## src/design/fspc_pkg.sv

```systemverilog
// Purpose: shared constants and carrier types for the flash sequencer
// Assumes: 20 MHz system clock, 32-bit classic Wishbone register port
// Notes:   register offsets are byte addresses, one word per register
package fspc_pkg;
   // Register byte offsets
   localparam logic [7:0]  FSPC_OFS_CTRL  = 8'h00;
   localparam logic [7:0]  FSPC_OFS_UPPER = 8'h04;
   localparam logic [7:0]  FSPC_OFS_LOWER = 8'h08;
   localparam logic [7:0]  FSPC_OFS_KEY   = 8'h0C;
   localparam logic [7:0]  FSPC_OFS_PAGE  = 8'h10;
   // Control register fields
   localparam int          FSPC_START_BIT = 15;
   localparam int          FSPC_EN_BIT    = 14;
   localparam int          FSPC_FAULT_BIT = 13;
   localparam int          FSPC_STBY_BIT  = 12;
   localparam logic [15:0] FSPC_CTRL_RST  = 16'h0000;
   localparam logic [7:0]  FSPC_PAGE_RST  = 8'h00;
   // Operation select codes
   localparam logic [3:0]  FSPC_OP_PROG   = 4'h1;
   localparam logic [3:0]  FSPC_OP_ERASE  = 4'h3;
   // Unlock key bytes
   localparam logic [7:0]  FSPC_KEY_FIRST = 8'h55;
   localparam logic [7:0]  FSPC_KEY_SECOND = 8'hAA;
   // 1024 instructions per page, two address units each
   localparam logic [23:0] FSPC_PAGE_MASK = 24'hFFF800;
   localparam logic [23:0] FSPC_PAIR_MASK = 24'hFFFFFC;
   localparam logic [23:0] FSPC_WORD_STEP = 24'h000002;
   // Timing
   localparam int          FSPC_CLK_NS    = 50;
   localparam int          FSPC_WAKE_NS   = 10000;
   localparam int          FSPC_WAKE_CYC  =
      (FSPC_WAKE_NS + FSPC_CLK_NS - 1) / FSPC_CLK_NS;

   typedef struct packed {
      logic        write;
      logic        high;
      logic        byte_mode;
      logic [15:0] ea;
      logic [15:0] wdata;
   } fspc_tbl_req_t;

   typedef struct packed {
      logic        read;
      logic        erase;
      logic        prog;
      logic        cfg;
      logic [23:0] addr;
      logic [23:0] wdata0;
      logic [23:0] wdata1;
   } fspc_flash_cmd_t;

   typedef enum logic [1:0] {
      FSPC_KEY_LOCKED,
      FSPC_KEY_HALF,
      FSPC_KEY_OPEN
   } fspc_key_t;

   function automatic logic [23:0] fspc_addr(input logic [7:0]  hi,
                                             input logic [15:0] lo);
      return {hi, lo};
   endfunction
endpackage

```

## src/design/fspc_ctrl.sv

```systemverilog
// Purpose: run-time self-programming controller for program flash
// Assumes: rstn is power-on reset; sys_rst is any other reset, same clock
// Notes:   table port and flash array port run on clk without sync
`timescale 1ns/1ps
// Overview of operation
// - Target address is page select plus EA
// - Low table ops use word bits 15..0
// - High table ops use word bits 23..16
// - One page erase or two-word program
// - Stall processor while operation runs
// - Start bit launches; hardware clears on completion
// - Program pair sits on four-unit boundary
// - Key register is write-only protection
// - Address registers concatenate to 24 bits
// - Enable bit permits erase and program
// - Fault flag marks improper sequence
// - Standby bit idles regulator in Idle
// - Code 0011 erase, 0001 program
// - Control bits reset only at power-on; sys_rst still clears start bit
// - Power-save ignored while operation runs
// - Wake delay after Idle with standby
// - Start bit set by software only
// - Address registers read/write, power up unknown
// - Page select bit 7 selects configuration
// - Erase covers 1024 instructions
module fspc_ctrl
   import fspc_pkg::*;
(
   input  wire logic                      clk,          // System clock
   input  wire logic                      rstn,         // Power-on reset
   input  wire logic                      sys_rst,      // Other resets
   input  wire logic                      wb_cyc_i,     // Bus cycle
   input  wire logic                      wb_stb_i,     // Bus strobe
   input  wire logic                      wb_we_i,      // Bus write
   input  wire logic [7:0]                wb_adr_i,     // Byte address
   input  wire logic [3:0]                wb_sel_i,     // Byte selects
   input  wire logic [31:0]               wb_dat_i,     // Write data
   output logic      [31:0]               wb_dat_o,     // Read data
   output logic                           wb_ack_o,     // Bus ack
   input  wire logic                      tbl_valid,    // Table request
   input  wire fspc_pkg::fspc_tbl_req_t   tbl_req,      // Table details
   output logic                           tbl_ready,    // Request taken
   output logic                           tbl_rvalid,   // Fetch data pulse
   output logic      [15:0]               tbl_rdata,    // Fetch data
   output fspc_pkg::fspc_flash_cmd_t      fl_cmd,       // Array command
   input  wire logic                      fl_rd_ack,    // Array read done
   input  wire logic [23:0]               fl_rdata,     // Array read data
   input  wire logic                      fl_done,      // Array op done
   output logic                           cpu_stall,    // Stall core
   input  wire logic                      power_save_instruction_req,   // Power-save op
   output logic                           power_save_instruction_ok,    // Power-save taken
   input  wire logic                      idle_in,      // Core in Idle
   output logic                           reg_standby,  // Regulator off
   output logic                           flash_ready   // Flash usable
);
   import fspc_pkg::*;

   typedef enum logic [2:0] {
      FSPC_ST_IDLE,
      FSPC_ST_FETCH,
      FSPC_ST_LOAD,
      FSPC_ST_ISSUE,
      FSPC_ST_WAIT
   } fspc_state_t;

   fspc_state_t     state_q;
   fspc_key_t       key_q;
   logic            start_q;
   logic            en_q;
   logic            fault_q;
   logic            stby_q;
   logic [3:0]      op_q;
   logic [7:0]      upper_q;
   logic [15:0]     lower_q;
   logic [7:0]      page_q;
   logic            ack_q;
   logic [31:0]     dat_q;
   fspc_flash_cmd_t cmd_q;
   fspc_tbl_req_t   hold_q;
   logic            rvalid_q;
   logic [15:0]     rdata_q;
   logic            stby_out_q;
   logic            ready_q;
   logic [15:0]     wake_q;
   logic            mem_we;
   logic [2:0]      mem_be;
   logic [23:0]     mem_wd;
   logic [23:0]     mem_rd0;
   logic [23:0]     mem_rd1;
   logic            fire;
   logic            wr_fire;
   logic            ctrl_wr;
   logic            try_start;
   logic            op_valid;
   logic            accept;
   logic            bad_start;
   logic            busy;
   logic [23:0]     op_addr;

   assign busy      = (state_q == FSPC_ST_LOAD) || (state_q == FSPC_ST_ISSUE)
                   || (state_q == FSPC_ST_WAIT);
   assign fire      = wb_cyc_i && wb_stb_i && !ack_q;
   assign wr_fire   = fire && wb_we_i;
   assign ctrl_wr   = wr_fire && (wb_adr_i == FSPC_OFS_CTRL) && !busy;
   assign try_start = ctrl_wr && wb_sel_i[1] && wb_dat_i[FSPC_START_BIT];
   assign op_valid  = (op_q == FSPC_OP_ERASE) || (op_q == FSPC_OP_PROG);
   assign accept    = try_start && (key_q == FSPC_KEY_OPEN) && en_q
                   && op_valid && !sys_rst;
   assign bad_start = try_start && !accept;
   assign op_addr   = fspc_addr(upper_q, lower_q);

   assign cpu_stall   = busy;
   assign power_save_instruction_ok   = power_save_instruction_req && !busy;
   assign tbl_ready   = (state_q == FSPC_ST_IDLE) && !sys_rst && !accept;
   assign wb_ack_o    = ack_q;
   assign wb_dat_o    = dat_q;
   assign tbl_rvalid  = rvalid_q;
   assign tbl_rdata   = rdata_q;
   assign fl_cmd      = cmd_q;
   assign reg_standby = stby_out_q;
   assign flash_ready = ready_q;

   // Bus slave: one wait state, unmapped reads return zero
   always_ff @(posedge clk or negedge rstn) begin
      if (!rstn) begin
         ack_q <= 1'b0;
         dat_q <= 32'h00000000;
      end else begin
         ack_q <= fire;
         if (fire && !wb_we_i) begin
            case (wb_adr_i)
               FSPC_OFS_CTRL:  dat_q <= {16'h0000, start_q, en_q, fault_q,
                                         stby_q, 8'h00, op_q};
               FSPC_OFS_UPPER: dat_q <= {24'h000000, upper_q};
               FSPC_OFS_LOWER: dat_q <= {16'h0000, lower_q};
               FSPC_OFS_PAGE:  dat_q <= {24'h000000, page_q};
               default:        dat_q <= 32'h00000000;
            endcase
         end
      end
   end

   always_ff @(posedge clk or negedge rstn) begin
      if (!rstn) begin
         en_q   <= FSPC_CTRL_RST[FSPC_EN_BIT];
         stby_q <= FSPC_CTRL_RST[FSPC_STBY_BIT];
         op_q   <= FSPC_CTRL_RST[3:0];
      end else if (ctrl_wr) begin
         if (wb_sel_i[1]) begin
            en_q   <= wb_dat_i[FSPC_EN_BIT];
            stby_q <= wb_dat_i[FSPC_STBY_BIT];
         end
         if (wb_sel_i[0]) begin
            op_q <= wb_dat_i[3:0];
         end
      end
   end

   always_ff @(posedge clk or negedge rstn) begin
      if (!rstn) begin
         start_q <= FSPC_CTRL_RST[FSPC_START_BIT];
      end else if (accept) begin
         start_q <= 1'b1;
      end else if ((state_q == FSPC_ST_WAIT && fl_done) || sys_rst) begin
         start_q <= 1'b0;
      end
   end

   always_ff @(posedge clk or negedge rstn) begin
      if (!rstn) begin
         fault_q <= FSPC_CTRL_RST[FSPC_FAULT_BIT];
      end else if (bad_start || (busy && sys_rst)) begin
         fault_q <= 1'b1;
      end else if (accept) begin
         fault_q <= 1'b0;
      end else if (ctrl_wr && wb_sel_i[1]) begin
         fault_q <= wb_dat_i[FSPC_FAULT_BIT];
      end
   end

   always_ff @(posedge clk or negedge rstn) begin
      if (!rstn) begin
         key_q <= FSPC_KEY_LOCKED;
      end else if (sys_rst) begin
         key_q <= FSPC_KEY_LOCKED;
      end else if (wr_fire) begin
         if (wb_adr_i == FSPC_OFS_KEY && wb_sel_i[0]
             && wb_dat_i[7:0] == FSPC_KEY_FIRST) begin
            key_q <= FSPC_KEY_HALF;
         end else if (wb_adr_i == FSPC_OFS_KEY && wb_sel_i[0]
                      && wb_dat_i[7:0] == FSPC_KEY_SECOND
                      && key_q == FSPC_KEY_HALF) begin
            key_q <= FSPC_KEY_OPEN;
         end else begin
            key_q <= FSPC_KEY_LOCKED;
         end
      end
   end

   always_ff @(posedge clk) begin
      if (wr_fire && !busy && wb_adr_i == FSPC_OFS_UPPER && wb_sel_i[0]) begin
         upper_q <= wb_dat_i[7:0];
      end
      if (wr_fire && !busy && wb_adr_i == FSPC_OFS_LOWER) begin
         if (wb_sel_i[0]) begin
            lower_q[7:0] <= wb_dat_i[7:0];
         end
         if (wb_sel_i[1]) begin
            lower_q[15:8] <= wb_dat_i[15:8];
         end
      end
   end

   always_ff @(posedge clk or negedge rstn) begin
      if (!rstn) begin
         page_q <= FSPC_PAGE_RST;
      end else if (wr_fire && wb_adr_i == FSPC_OFS_PAGE && wb_sel_i[0]) begin
         page_q <= wb_dat_i[7:0];
      end
   end

   always_comb begin
      mem_we = tbl_valid && tbl_ready && tbl_req.write;
      mem_be = 3'h0;
      mem_wd = 24'h000000;
      if (!tbl_req.high && !tbl_req.byte_mode) begin
         mem_be = 3'h3;
         mem_wd = {8'h00, tbl_req.wdata};
      end else if (!tbl_req.high) begin
         mem_be = tbl_req.ea[0] ? 3'h2 : 3'h1;
         mem_wd = {8'h00, tbl_req.wdata[7:0], tbl_req.wdata[7:0]};
      end else if (!tbl_req.byte_mode || !tbl_req.ea[0]) begin
         mem_be = 3'h4;
         mem_wd = {tbl_req.wdata[7:0], 16'h0000};
      end
   end

   fspc_latch_mem u_latch (
      .clk    (clk),
      .we     (mem_we),
      .widx   (tbl_req.ea[1]),
      .wbe    (mem_be),
      .wdata  (mem_wd),
      .rdata0 (mem_rd0),
      .rdata1 (mem_rd1)
   );

   // Sequencer for fetches and array operations
   always_ff @(posedge clk or negedge rstn) begin
      if (!rstn) begin
         state_q <= FSPC_ST_IDLE;
      end else if (sys_rst) begin
         state_q <= FSPC_ST_IDLE;
      end else begin
         case (state_q)
            FSPC_ST_IDLE: begin
               if (accept) begin
                  state_q <= FSPC_ST_LOAD;
               end else if (tbl_valid && !tbl_req.write) begin
                  state_q <= FSPC_ST_FETCH;
               end
            end
            FSPC_ST_FETCH: if (fl_rd_ack) state_q <= FSPC_ST_IDLE;
            FSPC_ST_LOAD:  state_q <= FSPC_ST_ISSUE;
            FSPC_ST_ISSUE: state_q <= FSPC_ST_WAIT;
            FSPC_ST_WAIT:  if (fl_done) state_q <= FSPC_ST_IDLE;
            default:       state_q <= FSPC_ST_IDLE;
         endcase
      end
   end

   // Array command: read, erase and program are one-cycle pulses
   always_ff @(posedge clk or negedge rstn) begin
      if (!rstn) begin
         cmd_q <= '0;
      end else begin
         cmd_q.read  <= 1'b0;
         cmd_q.erase <= 1'b0;
         cmd_q.prog  <= 1'b0;
         if (state_q == FSPC_ST_IDLE && tbl_valid && !tbl_req.write
             && !accept && !sys_rst) begin
            cmd_q.read <= 1'b1;
            cmd_q.addr <= fspc_addr(page_q, tbl_req.ea);
            cmd_q.cfg  <= page_q[7];
         end else if (state_q == FSPC_ST_ISSUE && !sys_rst) begin
            cmd_q.cfg <= upper_q[7];
            if (op_q == FSPC_OP_ERASE) begin
               cmd_q.erase <= 1'b1;
               cmd_q.addr  <= op_addr & FSPC_PAGE_MASK;
            end else begin
               cmd_q.prog   <= 1'b1;
               cmd_q.addr   <= op_addr & FSPC_PAIR_MASK;
               cmd_q.wdata0 <= mem_rd0;
               cmd_q.wdata1 <= mem_rd1;
            end
         end
      end
   end

   // Fetch answer shaping
   always_ff @(posedge clk or negedge rstn) begin
      if (!rstn) begin
         hold_q   <= '0;
         rvalid_q <= 1'b0;
         rdata_q  <= 16'h0000;
      end else begin
         rvalid_q <= 1'b0;
         if (state_q == FSPC_ST_IDLE && tbl_valid) begin
            hold_q <= tbl_req;
         end
         if (state_q == FSPC_ST_FETCH && fl_rd_ack && !sys_rst) begin
            rvalid_q <= 1'b1;
            if (!hold_q.high && !hold_q.byte_mode) begin
               rdata_q <= fl_rdata[15:0];
            end else if (!hold_q.high) begin
               rdata_q <= {8'h00, hold_q.ea[0] ? fl_rdata[15:8]
                                               : fl_rdata[7:0]};
            end else if (!hold_q.byte_mode || !hold_q.ea[0]) begin
               rdata_q <= {8'h00, fl_rdata[23:16]};
            end else begin
               rdata_q <= 16'h0000;
            end
         end
      end
   end

   always_ff @(posedge clk or negedge rstn) begin
      if (!rstn) begin
         stby_out_q <= 1'b0;
         wake_q     <= 16'h0000;
         ready_q    <= 1'b1;
      end else begin
         stby_out_q <= idle_in && stby_q;
         if (stby_out_q) begin
            wake_q <= 16'(FSPC_WAKE_CYC);
         end else if (wake_q != 16'h0000) begin
            wake_q <= wake_q - 16'h0001;
         end
         ready_q <= !stby_out_q && (wake_q <= 16'h0001)
                 && !(idle_in && stby_q);
      end
   end
endmodule

```

## src/design/fspc_latch_mem.sv

```systemverilog
// Purpose: two-word write latch for double-word programming
// Assumes: byte lanes 0..2 of a 24-bit program word
// Notes:   both words are read out through registers every cycle
`timescale 1ns/1ps
module fspc_latch_mem (
   input  wire logic        clk,     // System clock
   input  wire logic        we,      // Write strobe
   input  wire logic        widx,    // Word index within the pair
   input  wire logic [2:0]  wbe,     // Byte enables
   input  wire logic [23:0] wdata,   // Write data
   output logic      [23:0] rdata0,  // First word, registered
   output logic      [23:0] rdata1   // Second word, registered
);
   logic [23:0] mem [2];

   always_ff @(posedge clk) begin
      for (int b = 0; b < 3; b++) begin
         if (we && wbe[b]) begin
            mem[widx][b*8 +: 8] <= wdata[b*8 +: 8];
         end
      end
   end

   always_ff @(posedge clk) begin
      rdata0 <= mem[0];
      rdata1 <= mem[1];
   end
endmodule

```

## config.mk

```make
export PLATFORM = sky130hd
export DESIGN_NAME = fspc_ctrl
export DESIGN_NICKNAME = d
export VERILOG_FILES = /design/src/design/fspc_pkg.sv /design/src/design/fspc_ctrl.sv /design/src/design/fspc_latch_mem.sv
export SDC_FILE = /design/constraint.sdc
export NUM_CORES = 1
export LEC_CHECK = 0
export BUFFER_PORTS_ARGS = -buffer_cell sky130_fd_sc_hd__buf_2
export CAP_MARGIN = 20
export CORE_ASPECT_RATIO = 1.4
export CORE_UTILIZATION = 25
export CTS_CLUSTER_SIZE = 10
export DETAILED_ROUTE_END_ITERATION = 12
export GPL_TIMING_DRIVEN = 0
export HOLD_SLACK_MARGIN = 0.03
export PLACE_DENSITY_LB_ADDON = 0.15
export SLEW_MARGIN = 20
export SYNTH_ARGS = -nofsm -noshare
export SYNTH_HDL_FRONTEND = slang
export SYNTH_SLANG_ARGS = --single-unit
```

## constraint.sdc

```tcl
create_clock -name clk -period 5.2 [get_ports clk]
set_input_delay 0 -clock clk [delete_from_list [all_inputs] [get_ports clk]]
set_output_delay 0 -clock clk [all_outputs]
set_load 0.005 [all_outputs]
```

# Yosys cells after proc, flatten, opt, wreduce, memory -nomap -nowiden

Memories as Yosys holds them, arrays and structs flattened. A register that Yosys moved wholly into a read port is not among the register bits.
Cells that the tools add are included.

Memories kept: 1
Output and inout port bits: 131
Flip-flop bits (word level): 192
Input bits: 114
Word-level logic and storage cells: 175
Bits in writable memories: 48

Memory list:

| memory      | words | bits a word | rd ports | clocked after memory_dff | wr ports | RTL line             | RTL |
|---|---|---|---|---|---|---|---|
| u_latch.mem | 2     | 24          | 2        | 2                        | 1        | fspc_latch_mem.sv:14 | `logic [23:0] mem [2];` |

$lt $le $gt $ge: 1
Equality and inequality tests: 17
Bitwise operators: 2
Reductions and logical operators: 81
Multiplexer cells: 44
Add/subtract/negate cells: 1

Operator list:

| kind                  | count |
|---|---|
| $mux 75               | 1 |
| $mux 24               | 3 |
| $pmux 16 s4           | 1 |
| $mux 16               | 3 |
| $mux 48               | 1 |
| $logic_and 1x1->1     | 46 |
| $mux 25               | 1 |
| $mux 3                | 8 |
| $mux 8                | 3 |
| $eq 8x4->1 const B    | 2 |
| $le 16x1->1 const B   | 1 |
| $reduce_bool 16->1    | 1 |
| $sub 16x1->16 const B | 1 |
| $mux 1                | 15 |
| $pmux 3 s5            | 1 |
| $logic_not 1->1       | 14 |
| $mux 2                | 6 |
| $mux 11               | 1 |
| $eq 8x3->1 const B    | 1 |
| $eq 8x5->1 const B    | 1 |
| $eq 8x7->1 const B    | 1 |
| $eq 8x8->1 const B    | 1 |
| $logic_not 8->1       | 1 |
| $reduce_and 2->1      | 4 |
| 15 further kinds      | 28 |

# Longest topological paths before layout

Gate-level depths: netlist of run 1.

Depth after elaboration: 18
Depth in mapped cells: 9
Mapped depth without buffers: 7

# Hierarchy

From an unflattened synthesis of run 1, not the netlist that was laid out.

Cell total of the unflattened synthesis: 812
Area, all modules: 10,580.1 um^2

Modules (own cells, without submodules):

| module         | times used | sequential area each (um^2) | cells an instance | area each (um^2) |
|---|---|---|---|---|
| fspc_ctrl      | 1          | 4,500.6                     | 710               | 8,129.0 |
| fspc_latch_mem | 1          | 2,402.3                     | 102               | 2,451.1 |

# Least setup slack after synthesis of run 1

Ideal clock, no wire load.

Kind: flip-flop to flip-flop
From: reg state_q[1]
To: mem u_latch.mem[1][0], enable pin
Cell stages (with the launch flop): 5
Arrival time: 2,208 ps
Setup slack: 2,594 ps
Library setup time: 398 ps
Data required time: 4,802 ps
Cells stage by stage: dfrtp_1 > clkbuf_1 > nor4b_2 > nand2b_1 > nor4b_1

Word-level cells in the longest chain between the ends: 18
Elaborated cells on any way between the ends: 22
Those cells by class: 3 x eq/ne; 2 x mux; 17 x reduce/logical

RTL lines:

| element                          | RTL line             | RTL |
|---|---|---|
| from (decl)                      | fspc_ctrl.sv:66      | `fspc_state_t state_q;` |
| from (signal assigned)           | fspc_ctrl.sv:251     | `state_q <= FSPC_ST_IDLE;` |
| from (signal assigned)           | fspc_ctrl.sv:253     | `state_q <= FSPC_ST_IDLE;` |
| from (signal assigned)           | fspc_ctrl.sv:258     | `state_q <= FSPC_ST_LOAD;` |
| $eq 3x2->1                       | fspc_ctrl.sv:100     | `assign busy = (state_q == FSPC_ST_LOAD) \|\| (state_q == FSPC_ST_ISSUE)` |
| $logic_or 1x1->1                 | fspc_ctrl.sv:100     |  |
| $logic_or 1x1->1                 | fspc_ctrl.sv:101     | `\|\| (state_q == FSPC_ST_WAIT);` |
| $logic_not 1->1                  | fspc_ctrl.sv:104     | `assign ctrl_wr = wr_fire && (wb_adr_i == FSPC_OFS_CTRL) && !busy;` |
| $logic_and 1x1->1                | fspc_ctrl.sv:104     |  |
| $logic_and 1x1->1 (2 in a row)   | fspc_ctrl.sv:105     | `assign try_start = ctrl_wr && wb_sel_i[1] && wb_dat_i[FSPC_START_BIT];` |
| $logic_and 1x1->1 (2 in a row)   | fspc_ctrl.sv:107     | `assign accept = try_start && (key_q == FSPC_KEY_OPEN) && en_q` |
| $logic_and 1x1->1 (2 in a row)   | fspc_ctrl.sv:108     | `&& op_valid && !sys_rst;` |
| $logic_not 1->1                  | fspc_ctrl.sv:114     | `assign tbl_ready = (state_q == FSPC_ST_IDLE) && !sys_rst && !accept;` |
| $logic_and 1x1->1 *              | fspc_ctrl.sv:114     |  |
| $logic_and 1x1->1 * (2 in a row) | fspc_ctrl.sv:223     | `mem_we = tbl_valid && tbl_ready && tbl_req.write;` |
| $logic_and 1x1->1 *              | fspc_latch_mem.sv:18 | `if (we && wbe[b]) begin` |
| $mux 1 *                         | fspc_latch_mem.sv:18 |  |
| $mux 1 (implied by the code) *   | fspc_latch_mem.sv:19 | `mem[widx][b*8 +: 8] <= wdata[b*8 +: 8];` |
| to (decl)                        | fspc_latch_mem.sv:14 |  |

Every way passes the cells marked *; elsewhere a longest branch is shown, timed or not.

# Final worst setup path of run 1

From: reg state_q[1]
To: mem u_latch.mem[1][17], enable pin

The elaborated chain is that of the path after synthesis.

==> run_results.csv, run 1 <==
group,metric,value,unit
outcome,run_status,"completed",
critical_path,critPathKind,"flip-flop to flip-flop",
die,start_util,0.253,
clocking,cts_made_buffers,34,
logic_synthesis,synth_cells,786,
critical_path,critical_path_arrival,3.44,ns
critical_path,worstSetupStartpointType,"flip-flop",
final_layout,post_route_cells_drive_above_1_share,0.333,
final_layout,layout_common_cells,"sky130_fd_sc_hd__buf_2, sky130_fd_sc_hd__dfrtp_1, sky130_fd_sc_hd__dlygate4sd3_1, sky130_fd_sc_hd__nand2_1, sky130_fd_sc_hd__edfxtp_1",
sta,setup-tns-final,0,ns
critical_path,reg2reg_slack,1.98,ns
clocking,cts-root-to-sink-buffers,3,
place,port_buffers,209,
final_layout,layout-area-overhead-vs-synth,37.0,%
logic_synthesis,synth_simple_gate_area_share,0.112,
die,dieWidth,174,um
critical_path,critical_path.max_stage_delay,0.80,ns
sta,finalHoldViolCount,0,
critical_path,crit_buf_inv,2,
power,peakVddDrop,214,uV
critical_path,end_kind,"flip-flop",
logic_synthesis,ys_warn_count,0,
sta,fmaxAchievable,311,MHz
final_layout,diodes,0,
detailed_routing,drt-vias-per-instance,4.30,
power,leakage,0.00651,uW
logic_synthesis,synth_compound_area_frac,0.0974,
sta,final.period_utilization,0.618,
clocking,clockRootBuffer,"sky130_fd_sc_hd__clkbuf_16",
sta,period_needed,3.22,ns
global_routing,grt_util_all_layers,0.147,
detailed_routing,via_count,7363,
sta,worst-slew-pin-transition,1.06,ns
logic_synthesis,netlist-cell-type-count,62,
die,die_y,243,um
final_layout,final_common_cell,"sky130_fd_sc_hd__buf_2",
critical_path,timing.critical_path.required,5.42,ns
clocking,cts.reportedPaths.clkPinSlew,0.05,ns
logic_synthesis,syn-cell-area,10400,um^2
detailed_routing,detail_route.drc_violations,0,
clocking,clk_latency,0.52,ns
sta,number_of_pins_exceeding_their_max_slew_limit_in_the_final_report,0,
final_layout,fin_nets,1262,
power,totalPowerFinal,5220,uW
detailed_routing,drt_wl_total,31.1,mm
die,fp.dieArea,42400,um^2
logic_synthesis,synth_xor_xnor_area_share,0.00843,
global_routing,grt_first_pass_wirelength,47.1,mm
detailed_routing,drtIter0Drc,252,
die,design.portCount,245,
detailed_routing,detail-route-antenna-nets,0,
logic_synthesis,synth_seq_cells,271,
hold_path,min-delay-path-class,"input pin to async pin",
logic_synthesis,largest_family_of_logic_cells_by_synthesized_area,"simple AND/OR/NAND/NOR gates",
logic_synthesis,asyncSetResetFlopFracSynth,0.557,
sta,rel_slew_slack,0.292,
place,place.detailed.hpwl,22.2,mm
place,globalplace.congestion,0.799,
sta,rsz0062_at_grt,"no",
logic_synthesis,synth_enable_flop_cells,72,
detailed_routing,drt_pre_antenna_iters,5,
critical_path,crit_family,"simple AND/OR/NAND/NOR gates",
logic_synthesis,synth_adder_area_share,0.00241,
sta,finClkSkew,0.0173,ns
global_routing,grt_overflow,0,
detailed_routing,route.detailed.wl_per_inst,18.2,um
power,pwr_density_cell,367,nW/um^2
die,cell_rows,88,
critical_path,timing.critical_path.fanout_max,10,
job,max-cap-violations,0,
critical_path,crit_slowest_cell,"sky130_fd_sc_hd__nor4b_2",
critical_path,critical-path-top-cell-by-count,"sky130_fd_sc_hd__nor4b_2",
logic_synthesis,syn_avg_cell_area,13.2,um^2
clocking,clock_sink_count,271,
die,core_area,41100,um^2
global_routing,antenna_found_initial,1,
sta,layout_setup_ws,1.98,ns
global_routing,grt_max_degree,81,
logic_synthesis,synth.area.mux_share,0.0782,
clocking,cts.htree.levels,2,
clocking,tritoncts_clock_tree,"built",
place,pre_cts_ws,1.86,ns
global_routing,grt_pass1_vias,7731,
sta,report.final.setup_viol,0,
clocking,ctsResizeCount,0,
logic_synthesis,synth_seq_area_share,0.664,
critical_path,path_cells,"clkbuf_1, nor4b_2, nand2b_1, nor4b_2, buf_2",
logic_synthesis,synth_flop_cell,"sky130_fd_sc_hd__dfrtp_1",
routing by layer:
layer	vias up	global-route usage	wire length, um
met5	-	0	8
met4	2	0.0578	825
met3	43	0.0260	1340
met2	200	0.269	16500
met1	3594	0.168	12400
li1	3524	-	-
per-stage QoR:
stage	cell area, um^2	std cells	utilization	hold slack (ns)
floorplan	10400	801	-	-0.296
global placement	12200	1550	0.296	0.179
detailed placement	12300	1558	0.299	0.0379
CTS	14200	1711	0.347	0.0333
global route	14200	1711	0.347	0.0796
finish	14200	1711	0.347	0.0582
synth_stat cells (8+ instances only):
master | n | share of area
sky130_fd_sc_hd__dfrtp_1 | 150 | 0.36
sky130_fd_sc_hd__o21ai_0 | 25 | 0.012
sky130_fd_sc_hd__nor2_1 | 39 | 0.014
sky130_fd_sc_hd__a22o_1 | 20 | 0.017
sky130_fd_sc_hd__clkbuf_1 | 21 | 0.0076
sky130_fd_sc_hd__mux2_2 | 65 | 0.070
sky130_fd_sc_hd__buf_4 | 17 | 0.012
sky130_fd_sc_hd__dfxtp_1 | 48 | 0.092
sky130_fd_sc_hd__edfxtp_1 | 72 | 0.21
sky130_fd_sc_hd__and3_1 | 10 | 0.0060
sky130_fd_sc_hd__nand2_1 | 82 | 0.030
sky130_fd_sc_hd__a21oi_2 | 8 | 0.0067
sky130_fd_sc_hd__nor2b_1 | 12 | 0.0072
sky130_fd_sc_hd__nand2b_1 | 10 | 0.0060
sky130_fd_sc_hd__o21ai_1 | 16 | 0.0077
sky130_fd_sc_hd__inv_1 | 17 | 0.0061
sky130_fd_sc_hd__a31oi_1 | 8 | 0.0048
sky130_fd_sc_hd__mux2i_1 | 8 | 0.0077
sky130_fd_sc_hd__buf_2 | 10 | 0.0048
sky130_fd_sc_hd__a221oi_2 | 9 | 0.013
sky130_fd_sc_hd__a21oi_1 | 15 | 0.0072
sky130_fd_sc_hd__nor4_1 | 9 | 0.0054
sky130_fd_sc_hd__a22oi_1 | 26 | 0.019
path summary, 6_finish.rpt:
path | start | to | depth (start not counted)
max | state_q[1]$_DFFE_PN0P_ | u_latch.mem[1][17]$_DFFE_PP_ | 5
min | rstn | wake_q[9]$_DFFE_PN0P_ | 2
max reg2reg | state_q[1]$_DFFE_PN0P_ | u_latch.mem[1][17]$_DFFE_PP_ | 5
min reg2reg | u_latch.mem[1][8]$_DFFE_PP_ | u_latch.rdata1[8]$_DFF_P_ | 0
max in group asynchronous | rstn | fl_cmd[60]$_DFFE_PN0P_ | 3
min in group clk | sys_rst | fl_cmd[59]$_DFFE_PN0P_ | 4
state kept, by name (all words and copies together), names as in the netlist, 2 cells and up:
| register | count |
|---|---|
| op_q | 4 |
| u_latch.rdata0 | 24 |
| hold_q | 3 |
| tbl_rdata | 16 |
| u_latch.mem | 48 |
| u_latch.rdata1 | 24 |
| state_q | 3 |
| key_q | 2 |
| page_q | 8 |
| upper_q | 8 |
| fl_cmd | 75 |
| wake_q | 16 |
| lower_q | 16 |
| wb_dat_o | 16 |
layout make-up:
| type | count | area, um^2 |
|---|---|---|
| fill | 4079 | 26800 |
| sequential | 271 | 6900 |
| multi-input combinational | 459 | 3210 |
| timing repair buffer | 309 | 2040 |
| clock buffer | 57 | 988 |
| tap | 540 | 676 |
| buffer | 54 | 320 |
| inverter | 17 | 63.8 |
| clock inverter | 4 | 38.8 |
timing repair:
action | 4_1_cts | 5_1_grt
buffers inserted | 0 | 0
hold buffers | 92 | 0
hold endpoints to repair | 242 | 0
report_power, final:
| part | total [uW] | internal (uW) | switching [uW] | leakage, uW |
|---|---|---|---|---|
| clock | 2190 | 1300 | 889 | 0.000497 |
| combinational | 619 | 301 | 318 | 0.00291 |
| sequential | 2420 | 2310 | 103 | 0.00310 |
| total | 5220 | 3910 | 1310 | 0.00651 |
logic make-up (layout without fill, tap and decap cells):
family / after synthesis / in the layout
flip-flops: 271 / 271
buffers and inverters: 71 / 441
AO/OA/AOI/OAI: 139 / 139
adder cells (fa/ha/maj): 2 / 2
XOR/XNOR: 10 / 10
AND/OR/NAND/NOR: 219 / 219
other: 1 / 16
multiplexers: 73 / 73
Note: power is estimated with default switching activity, not from simulation.
==> run 2, diff against run 1 <==
==> constraint.sdc (replaced) <==
create_clock -name clk -period 2.87 [get_ports clk]
set_input_delay 0 -clock clk [delete_from_list [all_inputs] [get_ports clk]]
set_output_delay 0 -clock clk [all_outputs]
set_load 0.005 [all_outputs]
==> run_results.csv, run 2 (synthesis gave the netlist of run 1 again) <==
group,metric,value,unit
die,dieWidth,174,um
critical_path,end_kind,"flip-flop",
detailed_routing,drt_wl_total,31.1,mm
global_routing,grt_util_all_layers,0.147,
final_layout,area_of_all_sequential_standard_cells,6900,um^2
clocking,clk_latency,0.52,ns
global_routing,grt_first_pass_wirelength,47.1,mm
clocking,cts-root-to-sink-buffers,3,
power,pwr_density_cell,661,nW/um^2
place,placed_cells_incl_taps,1558,
global_routing,antenna_found_initial,0,
die,design.portCount,245,
clocking,clockRootBuffer,"sky130_fd_sc_hd__clkbuf_16",
sta,final.period_utilization,0.911,
clocking,cts.reportedPaths.clkPinSlew,0.05,ns
power,seqPwrFrac,0.462,
place,pre_cts_ws,-0.473,ns
sta,setup-tns-final,0,ns
critical_path,worstSetupStartpointType,"flip-flop",
power,combinationalPowerShare,0.119,
detailed_routing,drt-vias-per-instance,4.32,
power,leakage,0.00657,uW
critical_path,timing.critical_path.required,3.07,ns
die,cell_rows,88,
final_layout,layout-area-overhead-vs-synth,37.9,%
critical_path,regToRegStartpoint,"state_q[0]$_DFFE_PN0P_",
sta,worst-slew-pin-transition,0.925,ns
sta,report.final.setup_viol,0,
critical_path,reg2reg_slack,0.26,ns
critical_path,critical_path.endpoint,"u_latch.mem[1][4]$_DFFE_PP_",
place,place.detailed.hpwl,22.2,mm
power,clkPwrFrac,0.419,
final_layout,fin_nets,1268,
power,power_switching_share,0.251,
sta,rsz0062_at_grt,"no",
detailed_routing,via_count,7411,
clocking,cts.htree.levels,2,
final_layout,multi_input_comb_area,3250,um^2
sta,number_of_pins_exceeding_their_max_slew_limit_in_the_final_report,0,
power,switchingPower,2380,uW
job,max-cap-violations,0,
detailed_routing,drt_pre_antenna_iters,5,
sta,period_needed,2.61,ns
final_layout,stdcell_count,1717,
critical_path,critPathKind,"flip-flop to flip-flop",
detailed_routing,detail-route-antenna-nets,0,
sta,finalHoldWorstSlack,0.0642,ns
critical_path,timing.critical_path.fanout_max,9,
detailed_routing,detail_route.drc_violations,0,
clocking,cts_made_buffers,34,
global_routing,grt_pass1_vias,7754,
clocking,clock_sink_count,271,
place,globalplace.congestion,0.799,
global_routing,grt_max_degree,81,
die,core_area,41100,um^2
final_layout,nFillCells,4072,
die,die_y,243,um
detailed_routing,drtIter0Drc,246,
critical_path,reg2reg_to,"u_latch.mem[1][4]$_DFFE_PP_",
die,start_util,0.253,
clocking,tritoncts_clock_tree,"built",
sta,finalHoldViolCount,0,
power,peakVddDrop,386,uV
sta,layout_setup_ws,0.256,ns
critical_path,critical_path_arrival,2.82,ns
final_layout,final_common_cell,"sky130_fd_sc_hd__buf_2",
critical_path,timing.critical_path.from,"state_q[0]$_DFFE_PN0P_",
final_layout,layout_common_cells,"sky130_fd_sc_hd__buf_2, sky130_fd_sc_hd__dfrtp_1, sky130_fd_sc_hd__dlygate4sd3_1, sky130_fd_sc_hd__nand2_1, sky130_fd_sc_hd__edfxtp_1",
sta,rel_slew_slack,0.381,
final_layout,design_area,14300,um^2
final_layout,diodes,0,
place,port_buffers,209,
power,power_report.internal_total,7100,uW
sta,finClkSkew,0.0170,ns
place,dpl_cell_area,12300,um^2
outcome,run_status,"completed",
detailed_routing,route.detailed.wl_per_inst,18.1,um
global_routing,grt_overflow,0,
final_layout,largest_register_ff_count,75,
hold_path,min-delay-path-class,"input pin to async pin",
final_layout,post_route_cells_drive_above_1_share,0.337,
critical_path,timing.reg2reg.worst_path_depth,6,
sta,fmaxAchievable,383,MHz
die,fp.dieArea,42400,um^2
-- run 2: cell count changes in the layout (fill, tap and decap cells not counted), sizes merged --
| cell | previous run | this run |
|---|---|---|
| buf | 250 | 255 |
| dlygate4sd3 | 92 | 93 |
-- run 2: power groups by stage --
stage               clock [uW]  sequential, uW  combinational [uW]
finish                    3970            4380                1130
global route              4260            4410                1270
CTS                       4110            4380                1140
detailed placement           0            4450                1010
global placement             0            4440                 987
floorplan                    0            4420                 574
-- run 2: stage by stage --
step           utilization  power, uW
3_5_place_dp         0.299       5450
3_3_place_gp         0.296       5430
4_1_cts              0.348       9630
6_report             0.349       9480
2_1_floorplan            -       4990
5_1_grt              0.349       9940
-- run 2: critical path, cell delays in order, from the launching register on --
cell and delay [ns]:
sky130_fd_sc_hd__dfrtp_1 0.44, sky130_fd_sc_hd__nand2b_1 0.26, sky130_fd_sc_hd__o2111ai_1 0.56, sky130_fd_sc_hd__nor3_4 0.07, sky130_fd_sc_hd__buf_4 0.23, sky130_fd_sc_hd__nor4b_2 0.46, sky130_fd_sc_hd__buf_2 0.29
-- run 2: what timing repair did --
| action | CTS | global route |
|---|---|---|
| pin swaps | 1 | 2 |
| cloned | 0 | 0 |
| hold buffers | 92 | 1 |
| endpoints found under the hold margin | 248 | 1 |
| endpoints found under the setup margin | 45 | 35 |
| buffers inserted | 1 | 4 |
| resized for setup | 4 | 2 |
-- run 2: final cells by class --
cell class / count / area share
buffer: 54 / 0.0224
clock buffer: 57 / 0.0690
clock inverter: 4 / 0.00271
inverter: 17 / 0.00445
multi-input combinational: 459 / 0.227
sequential: 271 / 0.482
tap: 540 / 0.0472
timing repair buffer: 315 / 0.146
-- run 2: layer usage --
metal	vias up	GRT usage	share of wire
li1	3544	-	-
met1	3621	0.167	0.40
met2	206	0.269	0.53
met3	40	0.0260	0.043
met4	0	0.0583	0.026
met5	-	0	0
-- run 2: how the worst min path moves through the flow --
stage,startpoint,end,cells past startpoint
6_report,rstn,fl_cmd[4]$_DFFE_PN0P_,2
3_5_place_dp,rstn,fl_cmd[4]$_DFFE_PN0P_,1
4_1_cts,tbl_req[34],state_q[0]$_DFFE_PN0P_,4
3_3_place_gp,wb_dat_i[11],lower_q[11]$_DFFE_PP_,1
5_1_grt,tbl_req[34],state_q[0]$_DFFE_PN0P_,4
2_1_floorplan,rstn,en_q$_DFFE_PN0N_,0
==> run 3, diff against run 2 <==
--- a/config.mk
+++ b/config.mk
@@ -9,6 +9,7 @@
 export CAP_MARGIN = 20
 export CORE_ASPECT_RATIO = 1.4
 export CORE_UTILIZATION = 25
+export CTS_BUF_LIST = sky130_fd_sc_hd__clkbuf_4
 export CTS_CLUSTER_SIZE = 10
 export DETAILED_ROUTE_END_ITERATION = 12
 export GPL_TIMING_DRIVEN = 0
==> run_results.csv, run 3 (synthesis gave the netlist of run 1 again) <==
group,metric,value,unit
critical_path,critPathKind,"input pin to flip-flop",
final_layout,largest_register_ff_count,75,
place,place.detailed.hpwl,22.2,mm
clocking,clk_latency,0.73,ns
sta,period_needed,2.80,ns
place,dpl_cell_area,12300,um^2
clocking,cts.htree.levels,3,
sta,worst-slew-pin-transition,1.08,ns
final_layout,nFillCells,4080,
final_layout,post_route_cells_drive_above_1_share,0.366,
final_layout,layout-area-overhead-vs-synth,42.8,%
clocking,cts.reportedPaths.clkPinSlew,0.07,ns
hold_path,min-delay-path-class,"input pin to flip-flop",
sta,report.final.setup_viol,0,
final_layout,design_area,14800,um^2
critical_path,crit_slowest_cell,"sky130_fd_sc_hd__dlygate4sd3_1",
clocking,tritoncts_clock_tree,"built",
die,fp.dieArea,42400,um^2
die,start_util,0.253,
critical_path,timing.critical_path.required,3.52,ns
detailed_routing,detail_route.drc_violations,0,
power,totalPowerFinal,9210,uW
clocking,cts_made_buffers,73,
detailed_routing,drt_pre_antenna_iters,4,
die,die_y,243,um
detailed_routing,drt_wl_total,32.2,mm
critical_path,critical_path_arrival,3.45,ns
final_layout,final_common_cell,"sky130_fd_sc_hd__buf_2",
detailed_routing,via_count,7944,
place,globalplace.congestion,0.799,
sta,fmaxAchievable,357,MHz
sta,finClkSkew,0.0516,ns
power,pwr_density_cell,621,nW/um^2
power,peakVddDrop,263,uV
global_routing,grt_max_degree,81,
sta,number_of_pins_exceeding_their_max_slew_limit_in_the_final_report,0,
clocking,clockRootBuffer,"sky130_fd_sc_hd__clkbuf_4",
clocking,cts-root-to-sink-buffers,3,
critical_path,crit_buf_inv,6,
global_routing,grt_overflow,0,
outcome,run_status,"completed",
detailed_routing,drtIter0Drc,313,
sta,rsz0062_at_grt,"no",
die,cell_rows,88,
sta,finalHoldViolCount,0,
die,design.portCount,245,
final_layout,fin_nets,1355,
global_routing,grt_pass1_vias,8371,
global_routing,antenna_found_initial,2,
critical_path,timing.critical_path.fanout_max,10,
die,core_area,41100,um^2
sta,finalHoldWorstSlack,0.110,ns
critical_path,critical_path.max_stage_delay,0.59,ns
global_routing,grt_util_all_layers,0.153,
critical_path,worstSetupStartpointType,"input pin",
detailed_routing,detail-route-antenna-nets,0,
detailed_routing,route.detailed.wl_per_inst,17.5,um
critical_path,critical-path-top-cell-by-count,"sky130_fd_sc_hd__dlygate4sd3_1",
sta,rel_slew_slack,0.282,
detailed_routing,drt-vias-per-instance,4.31,
job,max-cap-violations,0,
clocking,clock_sink_count,271,
final_layout,layout_common_cells,"sky130_fd_sc_hd__buf_2, sky130_fd_sc_hd__dfrtp_1, sky130_fd_sc_hd__dlygate4sd3_1, sky130_fd_sc_hd__clkbuf_4, sky130_fd_sc_hd__nand2_1",
die,dieWidth,174,um
sta,final.period_utilization,0.976,
critical_path,crit_family,"buffers and inverters",
global_routing,grt_first_pass_wirelength,48.8,mm
place,port_buffers,209,
critical_path,end_kind,"flip-flop",
critical_path,path_cells,"dlygate4sd3_1, buf_2, or4_4, buf_6, dlygate4sd3_1, nor3_1, dlygate4sd3_1, a21oi_1, nor2_1, clkbuf_4, a22o_1",
power,leakage,0.00687,uW
==> run 3: metal layers <==
metal	track usage	up-vias	routed length (um)
met1	0.166	3860	12400
li1	-	3774	-
met5	0	-	0
met3	0.0367	53	1760
met2	0.277	257	17000
met4	0.0746	0	949
==> run 3: final timing paths <==
kind                                               from                          to  slack, ns  cells after the start
max                                         wb_adr_i[4]     wb_dat_o[3]$_DFFE_PN0P_       0.07                     11
min                                         tbl_req[30]      fl_cmd[62]$_DFFE_PN0P_       0.11                      4
max reg2reg                      state_q[2]$_DFFE_PN0P_      fl_cmd[39]$_DFFE_PN0P_       0.28                      6
min reg2reg                u_latch.mem[1][18]$_DFFE_PP_  u_latch.rdata1[18]$_DFF_P_       0.33                      0
max in group asynchronous                          rstn       page_q[5]$_DFFE_PN0P_       2.00                      4
min in group asynchronous                          rstn       flash_ready$_DFF_PN1_       0.40                      3
==> run 3: stage by stage <==
stage	instances	TNS (ns)	util	setup WS [ns]
4_1_cts	1840	-0.0618	0.360	-0.0395
3_3_place_gp	1550	-196.59	0.296	-1.26
3_5_place_dp	1558	-7.76	0.299	-0.473
2_1_floorplan	801	0	-	0.264
6_report	1842	0	0.361	0.0689
5_1_grt	1842	0	0.361	0.0448
==> run 3: area by class of cell <==
type	instances	area [um^2]	share of cell area
multi-input combinational	459	3260	0.220
timing repair buffer	364	2610	0.176
clock inverter	22	141	0.00953
tap	540	676	0.0455
clock buffer	114	856	0.0577
inverter	17	63.8	0.00430
buffer	53	322	0.0217
antenna	2	5.00	0.000337
sequential	271	6900	0.465
==> run 3: worst min-delay path, stage by stage <==
cell and delay [ns]:
sky130_fd_sc_hd__dlygate4sd3_1 0.54, sky130_fd_sc_hd__buf_2 0.10, sky130_fd_sc_hd__a22oi_1 0.07, sky130_fd_sc_hd__o21ai_1 0.07
==> run 3: report_power, final <==
group | switching (uW) | internal (uW)
registers | 187 | 4180
logic | 591 | 596
clock network | 1660 | 1990
total | 2430 | 6770
==> run 3: timing repair <==
item | in CTS | in global routing
pin swaps | 1 | 0
endpoints found under the setup margin | 50 | 51
setup buffers | 1 | 0
hold buffers | 145 | 2
resized for setup | 3 | 8
endpoints found under the hold margin | 375 | 5
